## src/wspc_pkg.sv

```systemverilog
// constants for the wait/stop power control block
package wspc_pkg;
  localparam int unsigned CLK_MHZ = 125;
  // oscillator restart settle time in microseconds, counted on the restarted clock
  localparam int unsigned SETTLE_US = 4;
  localparam int unsigned SETTLE_CYC = SETTLE_US * CLK_MHZ;
  localparam int unsigned CNT_W = 16;
  // interrupt option register layout
  localparam logic [7:0] IOR_RESET = 8'h00;
  localparam int unsigned IOR_GEN_BIT = 4;
  // interrupt sources: bit 0 is the non-maskable source
  localparam int unsigned NSRC = 5;
  localparam int unsigned NMI_BIT = 0;
  typedef enum logic [1:0] {
    WSPC_CTX_MAIN,
    WSPC_CTX_IRQ,
    WSPC_CTX_NMI
  } wspc_ctx_t;
  typedef enum logic [2:0] {
    WSPC_RUN,
    WSPC_IDLE,
    WSPC_DEEP,
    WSPC_SETTLE,
    WSPC_RESUME
  } wspc_state_t;
  typedef enum logic [1:0] {
    WSPC_RES_NEXT,
    WSPC_RES_IRQ,
    WSPC_RES_NMI
  } wspc_resume_t;
endpackage

```

## src/wspc_wake_sync.sv

```systemverilog
// wake request capture and two-stage synchroniser
`timescale 1ns/1ps
module wspc_wake_sync (
  input wire logic sys_clk,
  input wire logic resetn,
  input wire logic ce,
  input wire logic wake_raw,
  output logic wake_sync
);
  logic meta_ff;
  logic sync_ff;
  always_ff @(posedge sys_clk) begin
    if (!resetn) begin
      meta_ff <= 1'b0;
      sync_ff <= 1'b0;
    end else if (ce) begin
      meta_ff <= wake_raw;
      sync_ff <= meta_ff;
    end
  end
  assign wake_sync = sync_ff;
endmodule // wspc_wake_sync

```

## src/wspc_top.sv

```systemverilog
// wait/stop power-saving sequencer for a small core
// How it works
// - idle instruction freezes the core; state kept, peripherals run
// - oscillator keeps running during idle
// - enabled peripheral interrupt wakes the core from idle
// - reset from pin or watchdog ends idle through normal reset
// - interrupt wake from idle resumes with no settle delay
// - deep stop only allowed while watchdog is disabled
// - deep stop halts core and oscillator until interrupt or reset
// - reset pin ends deep stop through normal reset
// - interrupt wake from deep stop waits the settle delay first
// - waking by interrupt keeps the oscillator selection
// - slept in main: run interrupt routine, then next instruction
// - slept in nmi routine: continue next instruction, stay nmi context
// - slept in irq routine, normal irq wakes: continue routine
// - slept in irq routine, nmi wakes: run nmi routine, then continue
// - active watchdog turns deep stop into idle
// - global enable cleared: only reset restarts, nmi gives no wake
// - no power-saving entry while an enabled request is pending
// - global enable is bit 4 of write-only option register, reset zero
// - requests sampled at each instruction end, branching to service
`timescale 1ns/1ps
module wspc_top #(
  parameter int unsigned SETTLE_CYC = wspc_pkg::SETTLE_CYC
) (
  input wire logic sys_clk,
  input wire logic resetn,
  input wire logic ce,
  input wire logic idle_instr,
  input wire logic deep_instr,
  input wire logic instr_end,
  input wire logic [1:0] core_ctx,
  input wire logic ior_wr,
  input wire logic [7:0] ior_wdata,
  input wire logic [wspc_pkg::NSRC-1:0] irq_req,
  input wire logic [wspc_pkg::NSRC-1:0] irq_pin,
  input wire logic wdog_active,
  output logic core_halt,
  output logic osc_stop,
  output logic resume_valid,
  output logic [1:0] resume_kind,
  output logic take_irq,
  output logic global_interrupt_enable
);
  localparam logic [wspc_pkg::CNT_W-1:0] SETTLE_N = SETTLE_CYC[wspc_pkg::CNT_W-1:0];
  wspc_pkg::wspc_state_t state_ff, nxt_state;
  logic [7:0] interrupt_option_reg_ff;
  logic [wspc_pkg::CNT_W-1:0] cnt_ff, nxt_cnt;
  wspc_pkg::wspc_ctx_t ctx_ff;
  logic halt_ff, osc_stop_ff, rv_ff, take_ff;
  logic [1:0] rk_ff, nxt_rk;
  logic [wspc_pkg::NSRC-1:0] pin_sync;
  logic [wspc_pkg::CNT_W-1:0] span_ff;

  wire gen = interrupt_option_reg_ff[wspc_pkg::IOR_GEN_BIT];
  wire nmi_req = irq_req[wspc_pkg::NMI_BIT];
  wire mask_req = |irq_req[wspc_pkg::NSRC-1:1];
  // wake only with global enable set; nmi too
  wire wake_any = gen && (nmi_req || mask_req);
  wire pending = nmi_req || (gen && mask_req);
  wire save_go = (idle_instr || deep_instr) && !pending;
  wire go_deep = deep_instr && !wdog_active;
  // pin path is asynchronous: synchronised per bit on the restarted clock, then gated
  wire pin_wake = gen && (|pin_sync);
  wire pin_nmi = gen && pin_sync[wspc_pkg::NMI_BIT];
  wire wake_nmi = nmi_req || pin_nmi;
  wire settle_done = (cnt_ff == SETTLE_N - 16'h0001);

  function automatic logic [1:0] resume_of(input wspc_pkg::wspc_ctx_t c, input logic nmi);
    logic [1:0] r;
    r = wspc_pkg::WSPC_RES_NEXT;
    case (c)
      wspc_pkg::WSPC_CTX_MAIN: r = nmi ? wspc_pkg::WSPC_RES_NMI : wspc_pkg::WSPC_RES_IRQ;
      wspc_pkg::WSPC_CTX_NMI: r = wspc_pkg::WSPC_RES_NEXT;
      wspc_pkg::WSPC_CTX_IRQ: r = nmi ? wspc_pkg::WSPC_RES_NMI : wspc_pkg::WSPC_RES_NEXT;
      default: r = wspc_pkg::WSPC_RES_NEXT;
    endcase
    return r;
  endfunction

  // each pin bit gets its own two flops before any logic looks at it
  for (genvar i = 0; i < wspc_pkg::NSRC; i++) begin : g_pin_sync
    wspc_wake_sync u_sync (
      .sys_clk(sys_clk),
      .resetn(resetn),
      .ce(ce),
      .wake_raw(irq_pin[i]),
      .wake_sync(pin_sync[i])
    );
  end

  always_comb begin
    nxt_state = state_ff;
    nxt_cnt = cnt_ff;
    nxt_rk = rk_ff;
    case (state_ff)
      wspc_pkg::WSPC_RUN: begin
        if (save_go) begin
          nxt_state = go_deep ? wspc_pkg::WSPC_DEEP : wspc_pkg::WSPC_IDLE;
        end
      end
      wspc_pkg::WSPC_IDLE: begin
        if (wake_any) begin
          nxt_state = wspc_pkg::WSPC_RESUME;
          nxt_rk = resume_of(ctx_ff, nmi_req);
        end
      end
      wspc_pkg::WSPC_DEEP: begin
        if (pin_wake || wake_any) begin
          nxt_state = wspc_pkg::WSPC_SETTLE;
          nxt_cnt = '0;
          nxt_rk = resume_of(ctx_ff, wake_nmi);
        end
      end
      wspc_pkg::WSPC_SETTLE: begin
        nxt_cnt = cnt_ff + 16'h0001;
        if (settle_done) begin
          nxt_state = wspc_pkg::WSPC_RESUME;
        end
      end
      wspc_pkg::WSPC_RESUME: nxt_state = wspc_pkg::WSPC_RUN;
      default: nxt_state = wspc_pkg::WSPC_RUN;
    endcase
  end

  always_ff @(posedge sys_clk) begin
    if (!resetn) begin
      state_ff <= wspc_pkg::WSPC_RUN;
    end else if (ce) begin
      state_ff <= nxt_state;
    end
  end

  always_ff @(posedge sys_clk) begin
    if (!resetn) begin
      cnt_ff <= '0;
    end else if (ce) begin
      cnt_ff <= nxt_cnt;
    end
  end

  always_ff @(posedge sys_clk) begin
    if (!resetn) begin
      rk_ff <= wspc_pkg::WSPC_RES_NEXT;
    end else if (ce) begin
      rk_ff <= nxt_rk;
    end
  end

  // option register: write only, cleared on reset
  always_ff @(posedge sys_clk) begin
    if (!resetn) begin
      interrupt_option_reg_ff <= wspc_pkg::IOR_RESET;
    end else if (ce && ior_wr) begin
      interrupt_option_reg_ff <= ior_wdata;
    end
  end

  // context is captured when the core enters a power-saving state
  always_ff @(posedge sys_clk) begin
    if (!resetn) begin
      ctx_ff <= wspc_pkg::WSPC_CTX_MAIN;
    end else if (ce && state_ff == wspc_pkg::WSPC_RUN && save_go) begin
      ctx_ff <= wspc_pkg::wspc_ctx_t'(core_ctx);
    end
  end

  // next values of the registered outputs
  wire nxt_halt = (nxt_state != wspc_pkg::WSPC_RUN) &&
    (nxt_state != wspc_pkg::WSPC_RESUME);
  // oscillator runs in idle, stops only in deep; selection untouched
  wire nxt_osc_stop = (nxt_state == wspc_pkg::WSPC_DEEP);
  wire nxt_rv = (nxt_state == wspc_pkg::WSPC_RESUME);
  // interrupt taken at instruction end only while running
  wire nxt_take = (state_ff == wspc_pkg::WSPC_RUN) && instr_end && pending &&
    !save_go;

  always_ff @(posedge sys_clk) begin
    if (!resetn) begin
      halt_ff <= 1'b0;
    end else if (ce) begin
      halt_ff <= nxt_halt;
    end
  end

  always_ff @(posedge sys_clk) begin
    if (!resetn) begin
      osc_stop_ff <= 1'b0;
    end else if (ce) begin
      osc_stop_ff <= nxt_osc_stop;
    end
  end

  always_ff @(posedge sys_clk) begin
    if (!resetn) begin
      rv_ff <= 1'b0;
    end else if (ce) begin
      rv_ff <= nxt_rv;
    end
  end

  always_ff @(posedge sys_clk) begin
    if (!resetn) begin
      take_ff <= 1'b0;
    end else if (ce) begin
      take_ff <= nxt_take;
    end
  end

  // cycles spent settling since the core last ran; read by the checks only
  always_ff @(posedge sys_clk) begin
    if (!resetn) begin
      span_ff <= '0;
    end else if (ce) begin
      if (state_ff == wspc_pkg::WSPC_SETTLE) begin
        span_ff <= span_ff + 16'h0001;
      end else if (state_ff == wspc_pkg::WSPC_RUN) begin
        span_ff <= '0;
      end
    end
  end

  assign core_halt = halt_ff;
  assign osc_stop = osc_stop_ff;
  assign resume_valid = rv_ff;
  assign resume_kind = rk_ff;
  assign take_irq = take_ff;
  assign global_interrupt_enable = interrupt_option_reg_ff[wspc_pkg::IOR_GEN_BIT];
endmodule // wspc_top

```

## config.mk

```make
export PLATFORM = sky130hd
export DESIGN_NAME = wspc_top
export DESIGN_NICKNAME = d
export VERILOG_FILES = /design/src/wspc_pkg.sv /design/src/wspc_wake_sync.sv /design/src/wspc_top.sv
export SDC_FILE = /design/constraint.sdc
export NUM_CORES = 1
export LEC_CHECK = 0
export BUFFER_PORTS_ARGS = -buffer_cell sky130_fd_sc_hd__clkbuf_2
export CORE_ASPECT_RATIO = 1.1
export CORE_MARGIN = 2
export CORE_UTILIZATION = 55
export DETAILED_ROUTE_END_ITERATION = 12
export PLACE_DENSITY = 0.79
export SLEW_MARGIN = 10
export SYNTH_ARGS = -nofsm -noshare
export SYNTH_HDL_FRONTEND = slang
export SYNTH_HIERARCHICAL = 1
export SYNTH_SLANG_ARGS = --single-unit
```

## constraint.sdc

```tcl
create_clock -name sys_clk -period 2.3 [get_ports sys_clk]
set_input_delay 0.23 -clock sys_clk [delete_from_list [all_inputs] [get_ports sys_clk]]
set_output_delay 0.23 -clock sys_clk [all_outputs]
set_load 0.01 [all_outputs]
```

# After elaboration in Yosys (flattened, before gate mapping)

Cells that the tools add are included.

Input port bits: 28
Output and inout port bits: 7
Logic and storage cells: 77
Register bits: 42

Equal/unequal tests: 10
Reductions and logical operators: 30
Multiplexer cells: 17
Add/sub/neg operators: 1

Operators by type and width:

| cell                                           | number |
|---|---|
| case mux 16 bit (2 select lines)               | 1 |
| adder 16 x 1 -> 16 bit, second input constant  | 1 |
| == test 16 x 9 -> 1 bit, second input constant | 1 |
| 2-to-1 mux 16 bit                              | 1 |
| 2-to-1 mux 2 bit                               | 7 |
| logical AND 1 bit                              | 13 |
| 2-to-1 mux 3 bit                               | 4 |
| case mux 2 bit (2 select lines)                | 3 |
| case mux 3 bit (4 select lines)                | 1 |
| == test 3 x 2 -> 1 bit, second input constant  | 3 |
| logical OR 1 bit                               | 5 |
| OR reduction 5 bit                             | 1 |
| inequality test 2 bit, second input constant   | 2 |
| AND reduction 4 bit                            | 1 |
| nonzero test 2 bit                             | 2 |
| OR reduction 4 bit                             | 1 |
| == test 3 x 1 -> 1 bit, second input constant  | 1 |
| == test 3 bit, second input constant           | 1 |
| zero test 1 bit                                | 3 |
| zero test 3 bit                                | 1 |
| inequality test 3 bit, second input constant   | 1 |
| AND reduction 3 bit                            | 1 |
| nonzero test 3 bit                             | 1 |
| == test 2 x 1 -> 1 bit, second input constant  | 1 |
| zero test 2 bit                                | 1 |

# Longest topological paths before layout

Depth in word-level cells: 9
Mapped depth: 6
Gate-level depth less buffers: 5

# Hierarchy

The synthesis kept the hierarchy.

By module, submodules not included:

| module         | cells each | instances | area an instance (um2) | sequential area each (um2) |
|---|---|---|---|---|
| wspc_top       | 180        | 1         | 1566.5                 | 560.5 |
| wspc_wake_sync | 6          | 5         | 72.6                   | 40.0 |

# Worst setup path before layout

Ideal clock, no wire load.

Path kind: in2reg
Start point: in irq_req[2] (netlist name)
End point: reg state_ff[0]
Buffers on the path: 0
Slack: 0.599 ns
Data arrival time: 1.569 ns
Data required time: 2.169 ns
Cell stages on the path: 4
Library setup time: 0.131 ns
Cell sequence: or4_4 or4_4 o221ai_1 o211ai_1

Longest elaborated chain between the ends: 7
Elaborated cells between the ends (all ways): 12
Those cells by class: mux (4); reduce/logical (8)

RTL lines:

| item                                | RTL line        | text |
|---|---|---|
| start: declaration                  | wspc_top.sv:35  | `input wire logic [wspc_pkg::NSRC-1:0] irq_req,` |
| OR reduction 4 bit (*)              | wspc_top.sv:57  | `wire mask_req = \|irq_req[wspc_pkg::NSRC-1:1];` |
| logical AND 1 bit                   | wspc_top.sv:60  | `wire pending = nmi_req \|\| (gen && mask_req);` |
| logical OR 1 bit                    | wspc_top.sv:60  |  |
| zero test 1 bit                     | wspc_top.sv:61  | `wire save_go = (idle_instr \|\| deep_instr) && !pending;` |
| logical AND 1 bit                   | wspc_top.sv:61  |  |
| 2-to-1 mux 3 bit                    | wspc_top.sv:98  | `if (save_go) begin` |
| case mux 3 bit (4 select lines) (*) | wspc_top.sv:96  | `case (state_ff)` |
| end signal: assignment              | wspc_top.sv:128 | `state_ff <= wspc_pkg::WSPC_RUN;` |
| end signal: assignment              | wspc_top.sv:130 | `state_ff <= nxt_state;` |
| end: declaration                    | wspc_top.sv:46  | `wspc_pkg::wspc_state_t state_ff, nxt_state;` |

Every way passes the cells marked *; elsewhere a longest branch is shown, timed or not.
A chain may end at the register's enable or synchronous reset.

# Worst setup path after layout

Start point: reg state_ff[0]
End point: reg cnt_ff[15] (netlist name)

Longest elaborated chain between the ends: 3
Elaborated cells between the ends (all ways): 6
Those cells by class: eq/ne (3); mux (1); reduce/logical (2)

RTL lines:

| item                                                                         | RTL line        | text |
|---|---|---|
| == test 3 x 2 -> 1 bit                                                       | wspc_top.sv:96  |  |
| inequality test 2 bit (no source line) or nonzero test 2 bit (tied branches) | n/a             |  |
| AND reduction 3 bit (no source line)                                         | n/a             |  |
| end signal: assignment                                                       | wspc_top.sv:138 | `cnt_ff <= nxt_cnt;` |
| end: declaration                                                             | wspc_top.sv:48  | `logic [wspc_pkg::CNT_W-1:0] cnt_ff, nxt_cnt;` |

Several ways; a longest one is shown, not always the timed one.

==> results.sh <==
export IMPL_fin_tns_setup_ps=0
export IMPL_finalNetCount=267
export IMPL_grt_pass1_vias=1518
export IMPL_port_buffers=27
export IMPL_ys_top_cells_by_area="dfxtp_1 39%, mux2i_1 7.8%, nor2b_1 4.2%"
export IMPL_clk_path_buf_depth=2
export IMPL_ctsHoldBuffers=0
export IMPL_finalSetupViolations=0
export IMPL_fin_skew_ps=12.3
export IMPL_fin_area_um2=2130
export IMPL_path_delay_family="simple AND/OR/NAND/NOR gates"
export IMPL_design_core_area_um2=3360
export IMPL_grt_max_degree=27
export IMPL_finalNonFillerCells=286
export IMPL_status="completed"
export IMPL_cp_slowest_stage_delay_ps=540
export IMPL_start_util_pct=57.5
export IMPL_grt_overflow_total=0
export IMPL_slowest_stage="dfxtp_1"
export IMPL_layout_drive_gt1_share_pct=20.2
export IMPL_rows=22
export IMPL_placed_cell_area_um2=2080
export IMPL_seqPwrFrac_pct=60.9
export IMPL_slew_violations=0
export IMPL_ys_types=52
export IMPL_cts_sinks=38
export IMPL_synth_avg_cell_area_um2=9.19
export IMPL_synthCells=210
export IMPL_wl_per_cell_um=12.9
export IMPL_cap_viol_max_count=0
export IMPL_cts_setup_buffers=0
export IMPL_io_pins=35
export IMPL_final_antenna_net_count=0
export IMPL_syn_nets=239
export IMPL_first_pass_iters=4
export IMPL_via_per_inst=5.57
export IMPL_critPathCaptureType="register"
export IMPL_placedCellCount=279
export IMPL_p_per_area_nw_per_um2=530
export IMPL_cts_resized=0
export IMPL_worst_pin_slew_ps=558
export IMPL_synth_top_cell_area_share_pct=39.4
export IMPL_maxSlewHeadroom_pct=62.8
export IMPL_area_growth_pct=10.4
export IMPL_ys_seq_area_share_pct=39.4
export IMPL_worstHoldPathType="input pin to register"
export IMPL_path_depth=4
export IMPL_grt_pass1_wl_mm=6.51
export IMPL_cts_tree="done"
export IMPL_yosys_area_top_type="dfxtp_1"
export IMPL_startpoint_type="register"
export IMPL_power_total_mw=1.13
export IMPL_p_switching_uw=286
export IMPL_p_leak_nw=0.802
export IMPL_yosys_top_cells_count="38 x dfxtp_1, 17 x nand2_1, 16 x nor2_1"
export IMPL_clkTransAtPathRegs_ps=110
export IMPL_p_comb_share_pct=10.3
export IMPL_timing_hold_violations_final=0
export IMPL_h_tree_depth=2
export IMPL_crit_chain="nand4b_1 > or3_1 > or4_1 > a21oi_1"
export IMPL_antenna_found_initial=0
export IMPL_cp_arrival_ps=2170
export IMPL_dp_hpwl_mm=2.70
export IMPL_ys_warn_count=6
export IMPL_synth_async_reset_ratio_pct=0
export IMPL_timing_rr_start="state_ff[0]"
export IMPL_r2r_end="cnt_ff[15]"
export IMPL_root_buffer="clkbuf_4"
export IMPL_track_usage_pct=21.5
export IMPL_finalWirelength_mm=3.68
export IMPL_cts_buffers=5
export IMPL_critPathKind="register to register"
export IMPL_max_vdd_ir_drop_mv=0.364
export IMPL_critical_path_peak_fanout=12
export IMPL_max_freq_mhz=531
export IMPL_place_congestion=0.815
export IMPL_antennaDiodeCount=0
export IMPL_drc=0
export IMPL_worstPathRequired_ps=2590
export IMPL_ys_ff_latch=38
export IMPL_reg2reg_slack_ps=420
export IMPL_insertion_delay_ps=350
export IMPL_rr_worst_depth=4
export IMPL_crit_path_end="cnt_ff[15]"
export IMPL_fin_crit_ps=1880
export IMPL_yosysMostFrequentCell="dfxtp_1"
export IMPL_dr_total_vias=1594
export IMPL_synth_edf_count=0
export IMPL_period_share_pct=81.8
export IMPL_die_w_um=60.5
export IMPL_die_h_um=66.1
export IMPL_switching_share_pct=25.3
export IMPL_critPathBufInv=0
export IMPL_die_area_um2=4000
export IMPL_first_iter_violations=74
export IMPL_pwr_share_clk_pct=28.8
export IMPL_post_synth_instance_area_um2=1930
export IMPL_critPathLaunch="state_ff[0]"
export IMPL_internal_power_uw=843
export IMPL_synth_ff_type="dfxtp_1"
export IMPL_rsz0062_at_grt="false"
export IMPL_hold_slack_ps=131
==> metal layers <==
metal  global-route usage [%]  part of all wire (%)  vias up
met1                     26.8                    48      740
met2                     35.9                    48       24
met4                     8.97                   2.0        0
met5                        0                     0        -
li1                         -                     -      822
met3                     4.11                   2.6        8
==> worst min path at each step <==
| stage | end | depth (start not counted) | slack (ps) | startpoint |
|---|---|---|---|---|
| floorplan | g_pin_sync[1].u_sync/wake_sync | 1 | 360 | resetn |
| finish | interrupt_option_reg_ff[4] | 3 | 130 | ior_wdata[4] |
| detailed placement | resume_valid | 2 | 440 | resume_valid |
| global route | g_pin_sync[4].u_sync/meta_ff | 3 | 140 | irq_pin[4] |
| CTS | interrupt_option_reg_ff[4] | 3 | 120 | ior_wdata[4] |
| global placement | resume_valid | 2 | 440 | resume_valid |
==> logic make-up (layout without fill, tap and decap cells) <==
| logic type | count (synthesis) | after routing | share of synthesized area, % |
|---|---|---|---|
| compound gates | 36 | 36 | 13.9 |
| buf+inv | 13 | 41 | 4.02 |
| xor+xnor | 11 | 11 | 4.99 |
| flops | 38 | 38 | 39.4 |
| mux | 15 | 15 | 7.78 |
| fa+ha+maj | 1 | 1 | 0.648 |
| simple gates | 96 | 96 | 29.2 |
==> area by class of cell <==
| class | count | area, um^2 |
|---|---|---|
| sequential | 38 | 761 |
| clock inverter | 1 | 7.51 |
| multi-input combinational | 159 | 1090 |
| tap | 48 | 60.1 |
| clock buffer | 6 | 41.3 |
| fill | 332 | 1230 |
| inverter | 5 | 18.8 |
| timing repair buffer | 29 | 150 |
==> cells in the final DEF, fill, tap and decap left out, types with 3 or more instances in the layout <==
cell type	n
dfxtp_1	38
clkbuf_2	27
nand2_1	17
nor2_1	16
mux2i_1	15
nor2b_1	13
o21ai_0	9
xnor2_1	9
or3_1	6
nor4_1	6
inv_1	5
nand3_1	5
nand4_1	5
a21oi_1	5
clkbuf_4	5
nor3_1	4
or4_1	4
a21boi_0	3
==> through the flow <==
stage | util [%] | setup slack [ps]
after floorplan | - | 599
after global placement | 62.0 | 438
after detailed placement | 62.0 | 425
after CTS | 63.4 | 431
after global routing | 63.4 | 285
final | 63.4 | 418
==> state kept, by name, summed over array words and instances, names as in the netlist <==
register                     count
cnt_ff                          16
core_halt                        1
ctx_ff                           2
g_pin_sync.u_sync/meta_ff        5
g_pin_sync.u_sync/wake_sync      5
interrupt_option_reg_ff          1
osc_stop                         1
resume_kind                      2
resume_valid                     1
state_ff                         3
take_irq                         1
==> power by group through the flow <==
stage,logic [mW],registers (mW),clock network [mW]
after floorplan,0.0811,0.698,0
after global placement,0.114,0.702,0
after detailed placement,0.117,0.703,0
after CTS,0.117,0.688,0.334
after global routing,0.130,0.691,0.369
final,0.116,0.688,0.325
==> worst min-delay path: cells and delay by family <==
family,cells,cell delay [ps]
AND/OR/NAND/NOR,1,50
AO/OA/AOI/OAI,1,70
buffers and inverters,1,80
Power figures use the tool's default switching activity.
